`config.mk`:
```
export PLATFORM = sky130hd
export DESIGN_NAME = pll_trim_regs
export DESIGN_NICKNAME = d
export VERILOG_FILES = /design/src/common/pll_trim_pkg.sv /design/src/rtl/pll_trim_regs.sv /design/src/rtl/phase_offset_accum.sv
export SDC_FILE = /design/constraint.sdc
export NUM_CORES = 1
export LEC_CHECK = 0
export ABC_AREA = 0
export BUFFER_PORTS_ARGS = -buffer_cell sky130_fd_sc_hd__buf_2
export CORE_MARGIN = 1
export CORE_UTILIZATION = 41
export DETAILED_ROUTE_END_ITERATION = 10
export HOLD_SLACK_MARGIN = 0.03
export SYNTH_ARGS = -nofsm -noshare
export SYNTH_HDL_FRONTEND = slang
export SYNTH_SLANG_ARGS = --single-unit
```
`constraint.sdc`:
```
create_clock -name I_CLK_SYS -period 15.7 [get_ports I_CLK_SYS]
set_input_delay 1.57 -clock I_CLK_SYS [delete_from_list [all_inputs] [get_ports I_CLK_SYS]]
set_output_delay 1.57 -clock I_CLK_SYS [all_outputs]
set_load 0.05 [all_outputs]
```
`src/common/pll_trim_pkg.sv`:
```
`default_nettype none
package pll_trim_pkg;

  // Bus and datapath widths
  localparam int ADDR_W    = 16;
  localparam int DATA_W    = 32;
  localparam int IDX_W     = 12;
  localparam int NUM_LOOPS = 4;
  localparam int STEP_W    = 16;
  localparam int PHASE_W   = 24;
  localparam int TRIM_W    = 10;
  localparam int IRQ_W     = 4;

  // Register indices; byte address is four times the index
  localparam logic [IDX_W-1:0] IDX_XFER_STROBE  = 12'h00f;
  localparam logic [IDX_W-1:0] IDX_STEP_LOW     = 12'h412;
  localparam logic [IDX_W-1:0] IDX_STEP_HIGH    = 12'h413;
  localparam logic [IDX_W-1:0] IDX_LOOP0_PHASE  = 12'ha24;
  localparam logic [IDX_W-1:0] IDX_LOOP_STRIDE  = 12'h020;
  localparam logic [IDX_W-1:0] IDX_TRIM_LOW     = 12'hb00;
  localparam logic [IDX_W-1:0] IDX_TRIM_HIGH    = 12'hb01;
  localparam logic [IDX_W-1:0] IDX_EE_STATUS    = 12'hd00;
  localparam logic [IDX_W-1:0] IDX_STATUS_LAST  = 12'hd05;
  localparam logic [IDX_W-1:0] IDX_IRQ_STATUS   = 12'he00;
  localparam logic [IDX_W-1:0] IDX_IRQ_ENABLE   = 12'he01;
  localparam logic [IDX_W-1:0] IDX_IRQ_CLEAR    = 12'he02;
  localparam logic [IDX_W-1:0] IDX_PHASE_READ0  = 12'he10;

  // Field positions of the phase strobe register
  localparam int PH_INC_BIT   = 0;
  localparam int PH_DEC_BIT   = 1;
  localparam int PH_RESET_BIT = 2;

  // Field positions of the transfer status register and interrupt bits
  localparam int ST_UPLOAD_BIT   = 0;
  localparam int ST_DOWNLOAD_BIT = 1;
  localparam int ST_FAULT_BIT    = 2;
  localparam int ST_CRC_BIT      = 3;
  localparam int IRQ_CRC_BIT     = 0;
  localparam int IRQ_FAULT_BIT   = 1;
  localparam int IRQ_DL_DONE_BIT = 2;
  localparam int IRQ_UL_DONE_BIT = 3;

  // Values and reset values
  localparam logic [7:0]        XFER_VALUE  = 8'h01;
  localparam logic [TRIM_W-1:0] TRIM_RESET  = 10'h000;
  localparam logic [STEP_W-1:0] STEP_RESET  = 16'h0000;
  localparam logic [PHASE_W-1:0] PHASE_RESET = 24'h000000;
  localparam logic [IRQ_W-1:0]  IRQ_RESET   = 4'h0;

  typedef enum logic [0:0] {
    BUS_IDLE = 1'b0,
    BUS_ACK  = 1'b1
  } bus_phase_t;

  typedef struct packed {
    logic reset;
    logic dec;
    logic inc;
  } phase_strobe_t;

  typedef struct packed {
    logic crc_fault;
    logic fault;
    logic download;
    logic upload;
  } ee_status_t;

  typedef struct packed {
    logic [PHASE_W-1:0] offset;
  } accum_state_t;

endpackage
`default_nettype wire

```
`src/rtl/pll_trim_regs.sv`:
```
// Behaviour
// - Reset strobe zeroes the loop's incremental phase offset, then self-clears.
// - Decrement strobe subtracts the programmed step size, then self-clears.
// - Increment strobe adds the programmed step size, then self-clears.
// - Loops one to three copy loop zero's controls at strides 0x20, 0x40, 0x60.
// - Trim top bits reset to zero; software writes them matching the low byte.
// - Status readback range is read-only; writes there change nothing.
// - A CRC mismatch during a memory transfer sets status bit three.
// - A transfer fault during a memory transfer sets status bit two; a CRC mismatch does not.
// - Status bit one stays high while a download is running.
// - Status bit zero stays high while an upload is running.
//
// The APB interface to the registers is this design's own decision.
`timescale 1ns/1ps
`default_nettype none
module pll_trim_regs
  import pll_trim_pkg::*;
(
  input  wire logic                              I_CLK_SYS,
  input  wire logic                              I_RST_B,
  input  wire logic                              I_PSEL,
  input  wire logic                              I_PENABLE,
  input  wire logic                              I_PWRITE,
  input  wire logic [ADDR_W-1:0]                 I_PADDR,
  input  wire logic [DATA_W-1:0]                 I_PWDATA,
  input  wire logic [3:0]                        I_PSTRB,
  input  wire logic                              I_EE_CRC_FAULT,
  input  wire logic                              I_EE_FAULT,
  input  wire logic                              I_EE_DOWNLOAD_BUSY,
  input  wire logic                              I_EE_UPLOAD_BUSY,
  output logic      [DATA_W-1:0]                 O_PRDATA,
  output logic                                   O_PREADY,
  output logic                                   O_PSLVERR,
  output logic      [NUM_LOOPS-1:0][PHASE_W-1:0] O_PHASE_OFFSET,
  output logic      [TRIM_W-1:0]                 O_REGULATOR_TRIM,
  output logic                                   O_IRQ
);

  typedef struct packed {
    bus_phase_t                    phase;
    logic [DATA_W-1:0]             prdata;
    logic                          pready;
    logic                          pslverr;
    logic [STEP_W-1:0]             step;
    logic [TRIM_W-1:0]             trim;
    ee_status_t                    live;
    ee_status_t                    shadow;
    logic [IRQ_W-1:0]              irq_status;
    logic [IRQ_W-1:0]              irq_enable;
    logic                          irq;
    phase_strobe_t [NUM_LOOPS-1:0] strobe;
  } regs_state_t;

  localparam regs_state_t STATE_RESET = '{
    phase:      BUS_IDLE,
    prdata:     '0,
    pready:     1'b0,
    pslverr:    1'b0,
    step:       STEP_RESET,
    trim:       TRIM_RESET,
    live:       '0,
    shadow:     '0,
    irq_status: IRQ_RESET,
    irq_enable: IRQ_RESET,
    irq:        1'b0,
    strobe:     '0
  };

  logic [1:0]        rst_sync;
  logic              rst_n;
  regs_state_t       st;
  regs_state_t       next_st;
  logic [IDX_W-1:0]  idx;
  logic              aligned;
  logic              wr_commit;
  logic [7:0]        wbyte;
  logic              xfer_start;
  logic [IRQ_W-1:0]  events;

  // Index of the phase strobe register of one loop
  function automatic logic [IDX_W-1:0] loop_phase_idx(input int k);
    loop_phase_idx = IDX_W'(int'(IDX_LOOP0_PHASE) + int'(IDX_LOOP_STRIDE) * k);
  endfunction

  // Whether an index names a register of this bank
  function automatic logic is_mapped(input logic [IDX_W-1:0] i);
    logic hit;
    hit = (i == IDX_XFER_STROBE) || (i == IDX_STEP_LOW) || (i == IDX_STEP_HIGH) ||
          (i == IDX_TRIM_LOW) || (i == IDX_TRIM_HIGH) ||
          (i >= IDX_EE_STATUS && i <= IDX_STATUS_LAST) ||
          (i == IDX_IRQ_STATUS) || (i == IDX_IRQ_ENABLE) || (i == IDX_IRQ_CLEAR);
    for (int k = 0; k < NUM_LOOPS; k++) begin
      if (i == loop_phase_idx(k) || i == IDX_PHASE_READ0 + IDX_W'(k)) begin
        hit = 1'b1;
      end
    end
    is_mapped = hit;
  endfunction

  // Reset is applied at once but released through two stages
  always_ff @(posedge I_CLK_SYS or negedge I_RST_B) begin
    if (!I_RST_B) begin
      rst_sync <= 2'b00;
    end else begin
      rst_sync <= {rst_sync[0], 1'b1};
    end
  end

  assign rst_n   = rst_sync[1];
  assign idx     = I_PADDR[IDX_W+1:2];
  assign aligned = (I_PADDR[1:0] == 2'b00) && (I_PADDR[ADDR_W-1:IDX_W+2] == '0);

  // A write lands only at the edge where the master sees pready high
  assign wr_commit = (st.phase == BUS_ACK) && I_PWRITE && !st.pslverr && I_PSTRB[0];
  assign wbyte     = I_PWDATA[7:0];

  // A new transfer wipes the previous fault flags
  assign xfer_start = (I_EE_DOWNLOAD_BUSY && !st.live.download) ||
                      (I_EE_UPLOAD_BUSY && !st.live.upload);

  // Interrupt events: faults, and the end of each transfer direction
  always_comb begin
    events                  = '0;
    events[IRQ_CRC_BIT]     = I_EE_CRC_FAULT;
    events[IRQ_FAULT_BIT]   = I_EE_FAULT;
    events[IRQ_DL_DONE_BIT] = st.live.download && !I_EE_DOWNLOAD_BUSY;
    events[IRQ_UL_DONE_BIT] = st.live.upload && !I_EE_UPLOAD_BUSY;
  end

  // Next-state logic for the bus, the bank and the status path
  always_comb begin
    next_st = st;

    // Strobes live for exactly one cycle, so software reads them as zero
    next_st.strobe = '0;

    // One wait state: ready and data come from flops on the second access cycle
    case (st.phase)
      BUS_IDLE: begin
        next_st.pready  = 1'b0;
        next_st.pslverr = 1'b0;
        next_st.prdata  = '0;
        if (I_PSEL && I_PENABLE) begin
          next_st.phase   = BUS_ACK;
          next_st.pready  = 1'b1;
          next_st.pslverr = !(aligned && is_mapped(idx));
          if (!I_PWRITE && aligned) begin
            case (idx)
              IDX_STEP_LOW:   next_st.prdata = DATA_W'(st.step[7:0]);
              IDX_STEP_HIGH:  next_st.prdata = DATA_W'(st.step[STEP_W-1:8]);
              IDX_TRIM_LOW:   next_st.prdata = DATA_W'(st.trim[7:0]);
              IDX_TRIM_HIGH:  next_st.prdata = DATA_W'(st.trim[TRIM_W-1:8]);
              IDX_EE_STATUS:  next_st.prdata = DATA_W'(st.shadow);
              IDX_IRQ_STATUS: next_st.prdata = DATA_W'(st.irq_status);
              IDX_IRQ_ENABLE: next_st.prdata = DATA_W'(st.irq_enable);
              default:        next_st.prdata = '0;
            endcase
            for (int k = 0; k < NUM_LOOPS; k++) begin
              if (idx == IDX_PHASE_READ0 + IDX_W'(k)) begin
                next_st.prdata = DATA_W'(O_PHASE_OFFSET[k]);
              end
            end
          end
        end
      end
      BUS_ACK: begin
        next_st.phase   = BUS_IDLE;
        next_st.pready  = 1'b0;
        next_st.pslverr = 1'b0;
        next_st.prdata  = '0;
      end
      default: begin
        next_st.phase  = BUS_IDLE;
        next_st.pready = 1'b0;
      end
    endcase

    // Register writes; the status range has no write path at all
    if (wr_commit) begin
      case (idx)
        IDX_STEP_LOW:   next_st.step[7:0] = wbyte;
        IDX_STEP_HIGH:  next_st.step[STEP_W-1:8] = wbyte;
        IDX_TRIM_LOW:   next_st.trim[7:0] = wbyte;
        IDX_TRIM_HIGH:  next_st.trim[TRIM_W-1:8] = wbyte[1:0];
        IDX_IRQ_ENABLE: next_st.irq_enable = wbyte[IRQ_W-1:0];
        default:        next_st.step = next_st.step;
      endcase
      for (int k = 0; k < NUM_LOOPS; k++) begin
        if (idx == loop_phase_idx(k)) begin
          next_st.strobe[k].reset = wbyte[PH_RESET_BIT];
          next_st.strobe[k].dec   = wbyte[PH_DEC_BIT];
          next_st.strobe[k].inc   = wbyte[PH_INC_BIT];
        end
      end
    end

    // Live transfer status; a fault arriving with a new start still counts
    next_st.live.download = I_EE_DOWNLOAD_BUSY;
    next_st.live.upload   = I_EE_UPLOAD_BUSY;
    if (xfer_start) begin
      next_st.live.crc_fault = 1'b0;
      next_st.live.fault     = 1'b0;
    end
    if (I_EE_CRC_FAULT) begin
      next_st.live.crc_fault = 1'b1;
    end
    if (I_EE_FAULT) begin
      next_st.live.fault = 1'b1;
    end

    // The readable copy refreshes only on the transfer strobe
    if (wr_commit && idx == IDX_XFER_STROBE && wbyte == XFER_VALUE) begin
      next_st.shadow = st.live;
    end

    // Sticky interrupt bits; an event in the clearing cycle is kept
    if (wr_commit && idx == IDX_IRQ_CLEAR) begin
      next_st.irq_status = st.irq_status & ~wbyte[IRQ_W-1:0];
    end
    next_st.irq_status = next_st.irq_status | events;
    next_st.irq        = |(next_st.irq_status & next_st.irq_enable);
  end

  // Whole bank state registered in one place
  always_ff @(posedge I_CLK_SYS or negedge rst_n) begin
    if (!rst_n) begin
      st <= STATE_RESET;
    end else begin
      st <= next_st;
    end
  end

  // One accumulator per loop; all share the step size
  genvar g;
  generate
    for (g = 0; g < NUM_LOOPS; g++) begin : g_loop
      phase_offset_accum u_accum (
        .i_clk    (I_CLK_SYS),
        .i_rst_n  (rst_n),
        .i_strobe (st.strobe[g]),
        .i_step   (st.step),
        .o_offset (O_PHASE_OFFSET[g])
      );
    end
  endgenerate

  assign O_PRDATA         = st.prdata;
  assign O_PREADY         = st.pready;
  assign O_PSLVERR        = st.pslverr;
  assign O_REGULATOR_TRIM = st.trim;
  assign O_IRQ            = st.irq;
endmodule
`default_nettype wire

```
`src/rtl/phase_offset_accum.sv`:
```
`timescale 1ns/1ps
`default_nettype none
module phase_offset_accum
  import pll_trim_pkg::*;
(
  input  wire logic               i_clk,
  input  wire logic               i_rst_n,
  input  wire phase_strobe_t      i_strobe,
  input  wire logic [STEP_W-1:0]  i_step,
  output logic      [PHASE_W-1:0] o_offset
);

  accum_state_t st;
  accum_state_t next_st;

  // Reset beats both steps; opposite steps together cancel out
  always_comb begin
    next_st = st;
    if (i_strobe.reset) begin
      next_st.offset = PHASE_RESET;
    end else if (i_strobe.inc && !i_strobe.dec) begin
      next_st.offset = st.offset + PHASE_W'(i_step);
    end else if (i_strobe.dec && !i_strobe.inc) begin
      next_st.offset = st.offset - PHASE_W'(i_step);
    end
  end

  // Offset wraps modulo two to the width, as a phase should
  always_ff @(posedge i_clk or negedge i_rst_n) begin
    if (!i_rst_n) begin
      st <= '{offset: PHASE_RESET};
    end else begin
      st <= next_st;
    end
  end

  assign o_offset = st.offset;
endmodule
`default_nettype wire

```
==> summary.txt, run 1 <==
Synth
  • Leading cell types by count after synthesis: 214 x nand2_1, 179 x dfrtp_1, 160 x a21oi_1
  • Cell types occupying the most area after synthesis: dfrtp_1 33%, ha_1 8.5%, nand2_1 5.9%
  • Number of synthesized flops with an enable pin: 0
  • Mapped Area: between 10000 and 15000 sq um
  • Synthesis Warnings: 0
  • Cell taking the most area after synthesis: dfrtp_1
  • Async SR Flop Fraction: 1.00
  • Most frequent cell after synthesis: nand2_1
  • Main synth FF type: dfrtp_1
  • Post-synth top area share: 0.328
  • Mean Syn Cell Area: between 8 and 9 sq um
  • Netlist cell types: 79
  • Sequential cell area fraction in the yosys report: 0.328
  • #FFs+latches synth: 179
  • Synthesized netlist cell count: around 1600

Place
  • Port bufs: between 150 and 200
  • HPWL after detailed placement: 32.0 mm
  • RD Place Congestion: roughly 0.9
  • Post-Place Cells: approximately 2100
  • Place WS: 10150 ps

Detailed routing
  • DRT Wirelength: 42.2 mm
  • Wire per inst: 19.6 um
  • Routed vias: 12100
  • DRT iter0 DRCs: about 870
  • Vias per inst: 5.62
  • Drt first pass iters: 5
  • DR DRC count: 0
  • Antenna-violating nets left: 0

STA
  • RSZ-0062 raised after global routing: no
  • Setup TNS: 0 ps
  • Clock Skews: roughly 12 ps
  • Setup ws final: roughly 10000 ps
  • Final setup vio count: 0
  • Final hold violation count: 0
  • WHS: 352 ps
  • Max_slew headroom: 0.266
  • Min Tclk post-route: 5550 ps
  • Final cycle utilization of the critical path: 0.353
  • Max Freq: 0.180 GHz
  • Max-slew violation count: 0
  • Least-Margin Pin Slew: 1090 ps

Global route
  • Overflow after GRT: 0
  • Number of global-route vias before repair: 11600
  • Global-route wire length before repair: 66.3 mm
  • Initial antenna violation count: 0
  • Largest net degree at the start of global routing: 66
  • GR Util All Layers: 0.255

Cells and area
  • Final nets: 1852
  • Fin cells: ~2100
  • Reg area: 4480 sq um
  • Area growth syn-to-layout: 11.4%
  • Area occupied by multi-input gates: 8450 sq um
  • Fillers: 3233
  • Share of cells above drive strength 1: 0.177
  • N_diodes: 0

Floorplanning
  • # rows: 66
  • Die ar.: around 34000 sq um
  • I/O pin count: 202
  • Die Ht: 184 um
  • Core area: roughly 33000 sq um
  • Initial core utilization: 0.418
  • Die width: ~180 um

Clock tree
  • Clock tree root buffer cell: clkbuf_16
  • H-tree depth: 4
  • Maximum root-to-sink buffer count: 2
  • Clk sinks: 179
  • Reg clk slew, reported paths: 80 ps
  • Postcts setup bufs: 0
  • TritonCTS buffer count: 17
  • Post-cts resize count: 0
  • Clk_lat worst skew: 460 ps
  • CTS tree: yes
  • CTS Hold Bufs: 0

Power and ir drop
  • Net Sw Frac: 0.267
  • Flop pwr share: 0.501
  • Clock power share: 0.463
  • Psw: about 250 uW
  • Design Power: 929 uW
  • PwrDens: 61.1 nW/um^2
  • Worst VDD drop: around 0.086 mV
  • Cell internal pwr: 681 uW
  • Combinational share of power: 0.036
  • Leak: 0.00785 uW

Worst setup path
  • Critical path's most frequent cell: nor3b_4
  • CP required: about 16000 ps
  • CP startpoint kind: flip-flop
  • CP bufs+invs: 1
  • Largest fanout on the critical path: 16
  • CP Class: flip-flop to flip-flop
  • CP Data Arrival Time: 5890 ps
  • Crit path max-delay family: simple AND/OR/NAND/NOR gates
  • Reg2Reg Depth: 16
  • Setup crit start: st[39]
  • R2r endpoint: g_loop[2].u_accum.o_offset[22]
  • Crit-path cells: inv_1, ha_1, nand2_2, nor3b_4, nor3b_4, nor3b_4, nor3b_4, nor3b_4, nor2_1, ha_1, nand3_1, o311ai_0, a211oi_1, a21oi_1, xor2_1, a22o_1
  • CP endpoint kind: flip-flop
  • Slowest CP cell: nor3b_4
  • R2R Setup Slk: 10150 ps
  • Worst path max stage delay: around 940 ps
  • Worst reg2reg startpoint: st[39]

Run status
  • Status: completed

Run
  • Number of max-cap violations: 0

Hold path
  • Worst hold path startpoint: rst_sync[0]
  • Hold Crit Depth: 0
  • Sink of the worst hold path: rst_sync[1]
  • Hold WC Path Type: flip-flop to flip-flop
-- power groups by stage --
stage               Combinational, uW  Sequential, uW  Clock, uW
finish                           33.2             465        430
global route                     36.7             466        456
CTS                              33.5             466        438
detailed placement               33.5             475          0
global placement                 33.2             475          0
floorplan                        16.3             479          0
-- layout by cell type (no fill, tap or decap), drive strengths merged, types with 9 or more instances in the layout --
cell / netlist / layout
nor2: 153 / 153
dfrtp: 179 / 179
and3: 13 / 13
or3: 10 / 10
a31oi: 9 / 9
mux2: 37 / 37
a22oi: 39 / 39
a211oi: 25 / 25
a21o: 52 / 52
nor3b: 12 / 12
nand3: 35 / 35
a222oi: 9 / 9
xnor2: 69 / 69
nand3b: 12 / 12
a22o: 9 / 9
o211ai: 10 / 10
inv: 36 / 47
clkbuf: 54 / 17
nor2b: 16 / 16
o21a: 10 / 10
conb: 2 / 9
nand2: 215 / 215
ha: 93 / 93
o21ai: 58 / 58
buf: 64 / 190
nor3: 34 / 34
a21oi: 160 / 160
xor2: 61 / 61
nand2b: 12 / 12
nand4: 10 / 10
-- cells by family after synthesis --
logic type / share of synthesized area
AO/OA/AOI/OAI: 0.207
XOR/XNOR: 0.0835
adder cells (fa/ha/maj): 0.0912
buffers and inverters: 0.0589
flip-flops: 0.328
multiplexers: 0.0320
other: 0.000551
AND/OR/NAND/NOR: 0.199
-- cell type report --
cell class | instances | area share
Multi-Input combinational cell | 1270 | 0.556
Sequential cell | 179 | 0.295
Timing Repair Buffer | 190 | 0.0666
Tap cell | 442 | 0.0364
Clock buffer | 17 | 0.0280
Clock inverter | 15 | 0.00898
Inverter | 36 | 0.00890
-- stage by stage --
stage | utilization | instance area (sq um)
final | 0.466 | 15200
after global routing | 0.466 | 15200
after CTS | 0.466 | 15200
after detailed placement | 0.448 | 14600
after global placement | 0.448 | 14600
after floorplan | - | 13700
-- layer usage --
layer  part of all wire  track usage  vias to the layer above
met3              0.053       0.0389                       55
met5                  0            0                        -
met1               0.45        0.338                     5825
li1                   -            -                     5835
met4              0.030       0.0987                        0
met2               0.47        0.414                      361
-- worst reg2reg max path: stages (launching register included) --
cell      delay, ps
dfrtp_1         550
inv_1           120
ha_1            270
nand2_2         170
nor3b_4         330
nor3b_4         330
nor3b_4         310
nor3b_4         380
nor3b_4         940
nor2_1          130
ha_1            450
nand3_1         150
o311ai_0        610
a211oi_1        220
a21oi_1         200
xor2_1           90
a22o_1          200
-- how the worst max path moves through the flow --
stage,depth (start not counted),slack (ps),to
2_1_floorplan,0,10340,O_IRQ
3_3_place_gp,16,10190,g_loop[2].u_accum.o_offset[22]
3_5_place_dp,16,10150,g_loop[2].u_accum.o_offset[22]
4_1_cts,16,10130,g_loop[2].u_accum.o_offset[22]
5_1_grt,16,9730,g_loop[2].u_accum.o_offset[22]
6_report,16,10150,g_loop[2].u_accum.o_offset[22]
-- sequential cells by signal, indices dropped and copies added, names as in the netlist --
signal	count
O_REGULATOR_TRIM	10
O_IRQ	1
g_loop.u_accum.o_offset	96
rst_sync	2
st	45
O_PRDATA	24
O_PSLVERR	1
No activity file was read; power rests on OpenSTA's default activity.
==> run 2: changes to the inputs <==
- clock period: 15.7 -> 5 ns (I/O delays scaled with it)
==> run 2 against run 1 <==
Maximum frequency is 20% higher. Cell count up 0.65%. Die area unchanged. Critical path depth is 2 higher. Critical path type unchanged. Largest cell class unchanged.
==> summary.txt, run 2 (synthesis gave the netlist of run 1 again) <==
STA
  • Min Tclk post-route: 4640 ps (-910 ps)
  • Clock Skews: 13.0 ps (+0.547 ps)
  • WHS: 186 ps (-165 ps)
  • Max_slew headroom: 0.232 (-0.0338)
  • Max-slew violation count: 0 (unchanged)
  • Final setup vio count: 0 (unchanged)
  • RSZ-0062 raised after global routing: no
  • Least-Margin Pin Slew: 1150 ps (+58.2 ps)
  • Final cycle utilization of the critical path: 0.928 (+0.574)
  • Final hold violation count: 0 (unchanged)
  • Setup TNS: 0 ps (unchanged)
  • Max Freq: 0.216 GHz (+20%)

Clock tree
  • H-tree depth: 4 (unchanged)
  • TritonCTS buffer count: 17 (unchanged)
  • Reg clk slew, reported paths: 80 ps (about the same)
  • Clock tree root buffer cell: clkbuf_16
  • Maximum root-to-sink buffer count: 2 (unchanged)
  • Clk_lat worst skew: 450 ps (about the same)
  • CTS tree: yes
  • Postcts setup bufs: 0 (unchanged)
  • Clk sinks: 179 (unchanged)

Cells and area
  • N_diodes: 0 (unchanged)
  • Share of cells above drive strength 1: 0.184 (+0.00670)
  • Area occupied by multi-input gates: 8450 sq um (about the same)
  • Most frequent cells in the layout: 214 x nand2_1, 178 x dfrtp_1, 166 x buf_2
  • Final instance area: 15400 sq um (+1.1%)
  • Commonest non-fill, non-tap cell in the layout: nand2_1
  • Core Util, Final: 0.471 (+0.00503)
  • Reg area: 4480 sq um (unchanged)
  • Area growth syn-to-layout: 12.6%
  • Final nets: 1866 (+0.76%)
  • Max reg flops: 96 (unchanged)
  • Fillers: 3205 (-0.87%)

Floorplanning
  • Die ar.: 34000 sq um (unchanged)
  • # rows: 66 (unchanged)
  • I/O pin count: 202 (unchanged)
  • Die Ht: 184 um (unchanged)
  • Core area: 32600 sq um (unchanged)
  • Initial core utilization: 0.418 (unchanged)
  • Die width: 184 um (unchanged)

Power and ir drop
  • Leak: 0.00794 uW (+1.3%)
  • PwrDens: 193 nW/um^2 (+220%)
  • Worst VDD drop: 0.231 mV (+170%)
  • Design Power: 2970 uW (+220%)

Worst setup path
  • Slowest CP cell: a2111oi_4
  • CP required: 5340 ps (-10700 ps)
  • Worst path max stage delay: 440 ps (-500 ps)
  • Critical path's most frequent cell: nor3b_4
  • CP Class: flip-flop to flip-flop
  • Largest fanout on the critical path: 6 (-10)
  • CP endpoint kind: flip-flop
  • Crit-path cells: inv_1, ha_2, nand2_2, nor3b_4, nor3b_4, nor3b_4, nor3b_4, nor2_1, xor2_1, ha_1, a211o_1, nor3_2, a211oi_1, a2111oi_4, o21ai_1, a21oi_1, mux2i_1, mux2_1
  • CP startpoint kind: flip-flop
  • CP Data Arrival Time: 4970 ps (-920 ps)

Hold path
  • Hold WC Path Type: input pin to flip-flop

Global route
  • Global-route wire length before repair: 65.2 mm (-1.7%)
  • Initial antenna violation count: 0 (unchanged)
  • GR Util All Layers: 0.252 (-0.00261)
  • Overflow after GRT: 0 (unchanged)
  • Largest net degree at the start of global routing: 120 (+82%)
  • Number of global-route vias before repair: 11700 (+1.3%)

Run
  • Number of max-cap violations: 0 (unchanged)

Detailed routing
  • DRT Wirelength: 42.1 mm (-0.35%)
  • DR DRC count: 0 (unchanged)
  • Wire per inst: 19.4 um (-0.99%)
  • Vias per inst: 5.66 (+0.71%)
  • DRT iter0 DRCs: 902 (+4.0%)
  • Drt first pass iters: 7 (+2)
  • Antenna-violating nets left: 0 (unchanged)
  • Routed vias: 12200 (+1.4%)

Place
  • Placed cell area: 14800 sq um (+0.84%)
  • HPWL after detailed placement: 32.2 mm (+0.56%)
  • RD Place Congestion: 0.928 (+3.2%)
  • Port bufs: 166 (unchanged)

Run status
  • Status: completed
[run 2: cell type report]
class / instances / share of cell area
multi-input combinational: 1270 / 0.550
tap: 442 / 0.0360
clock inverter: 14 / 0.00986
sequential: 179 / 0.292
timing repair buffer: 204 / 0.0745
inverter: 36 / 0.00880
clock buffer: 18 / 0.0286
[run 2: worst max-delay path: cells and delay by family, from the launching register on]
family                   cells  cell delay (ps)
AO/OA/AOI/OAI                5             1160
multiplexers                 2              560
flip-flops                   1              430
XOR/XNOR                     1              150
adder cells (fa/ha/maj)      2              580
buffers and inverters        1              160
AND/OR/NAND/NOR              7             1470
[run 2: path summary, 6_finish.rpt]
check	startpoint	end	slack, ps	cells past startpoint
max	st[40]	g_loop[1].u_accum.o_offset[23]	360	18
min	I_EE_DOWNLOAD_BUSY	st[26]	190	1
max reg2reg	st[40]	g_loop[1].u_accum.o_offset[23]	360	18
min reg2reg	rst_sync[0]	rst_sync[1]	350	0
max in group asynchronous	rst_sync[1]	g_loop[3].u_accum.o_offset[21]	3450	1
min in group asynchronous	I_RST_B	rst_sync[1]	360	2
[run 2: repair_timing]
item / in CTS / in global routing
resized for setup: 0 / 2
endpoints found under the hold margin: 2 / 0
hold buffers: 1 / 0
setup endpoints to repair: 0 / 4
[run 2: per-stage QoR]
step | cells | setup WS [ps]
2_1_floorplan | 1603 | 702
3_3_place_gp | 2130 | 425
3_5_place_dp | 2130 | 374
4_1_cts | 2163 | 340
5_1_grt | 2163 | 20.7
6_report | 2163 | 362
[run 2: where the power goes]
part / switching [uW] / internal, uW
logic: 78.7 / 27.8
clock network: 639 / 759
registers: 11.6 / 1450
[run 2: routing by layer]
metal	part of all wire	GRT usage	wire (um)
met5	0	0	0
met1	0.45	0.330	19000
met2	0.47	0.419	19700
met3	0.048	0.0379	2020
met4	0.031	0.0930	1310
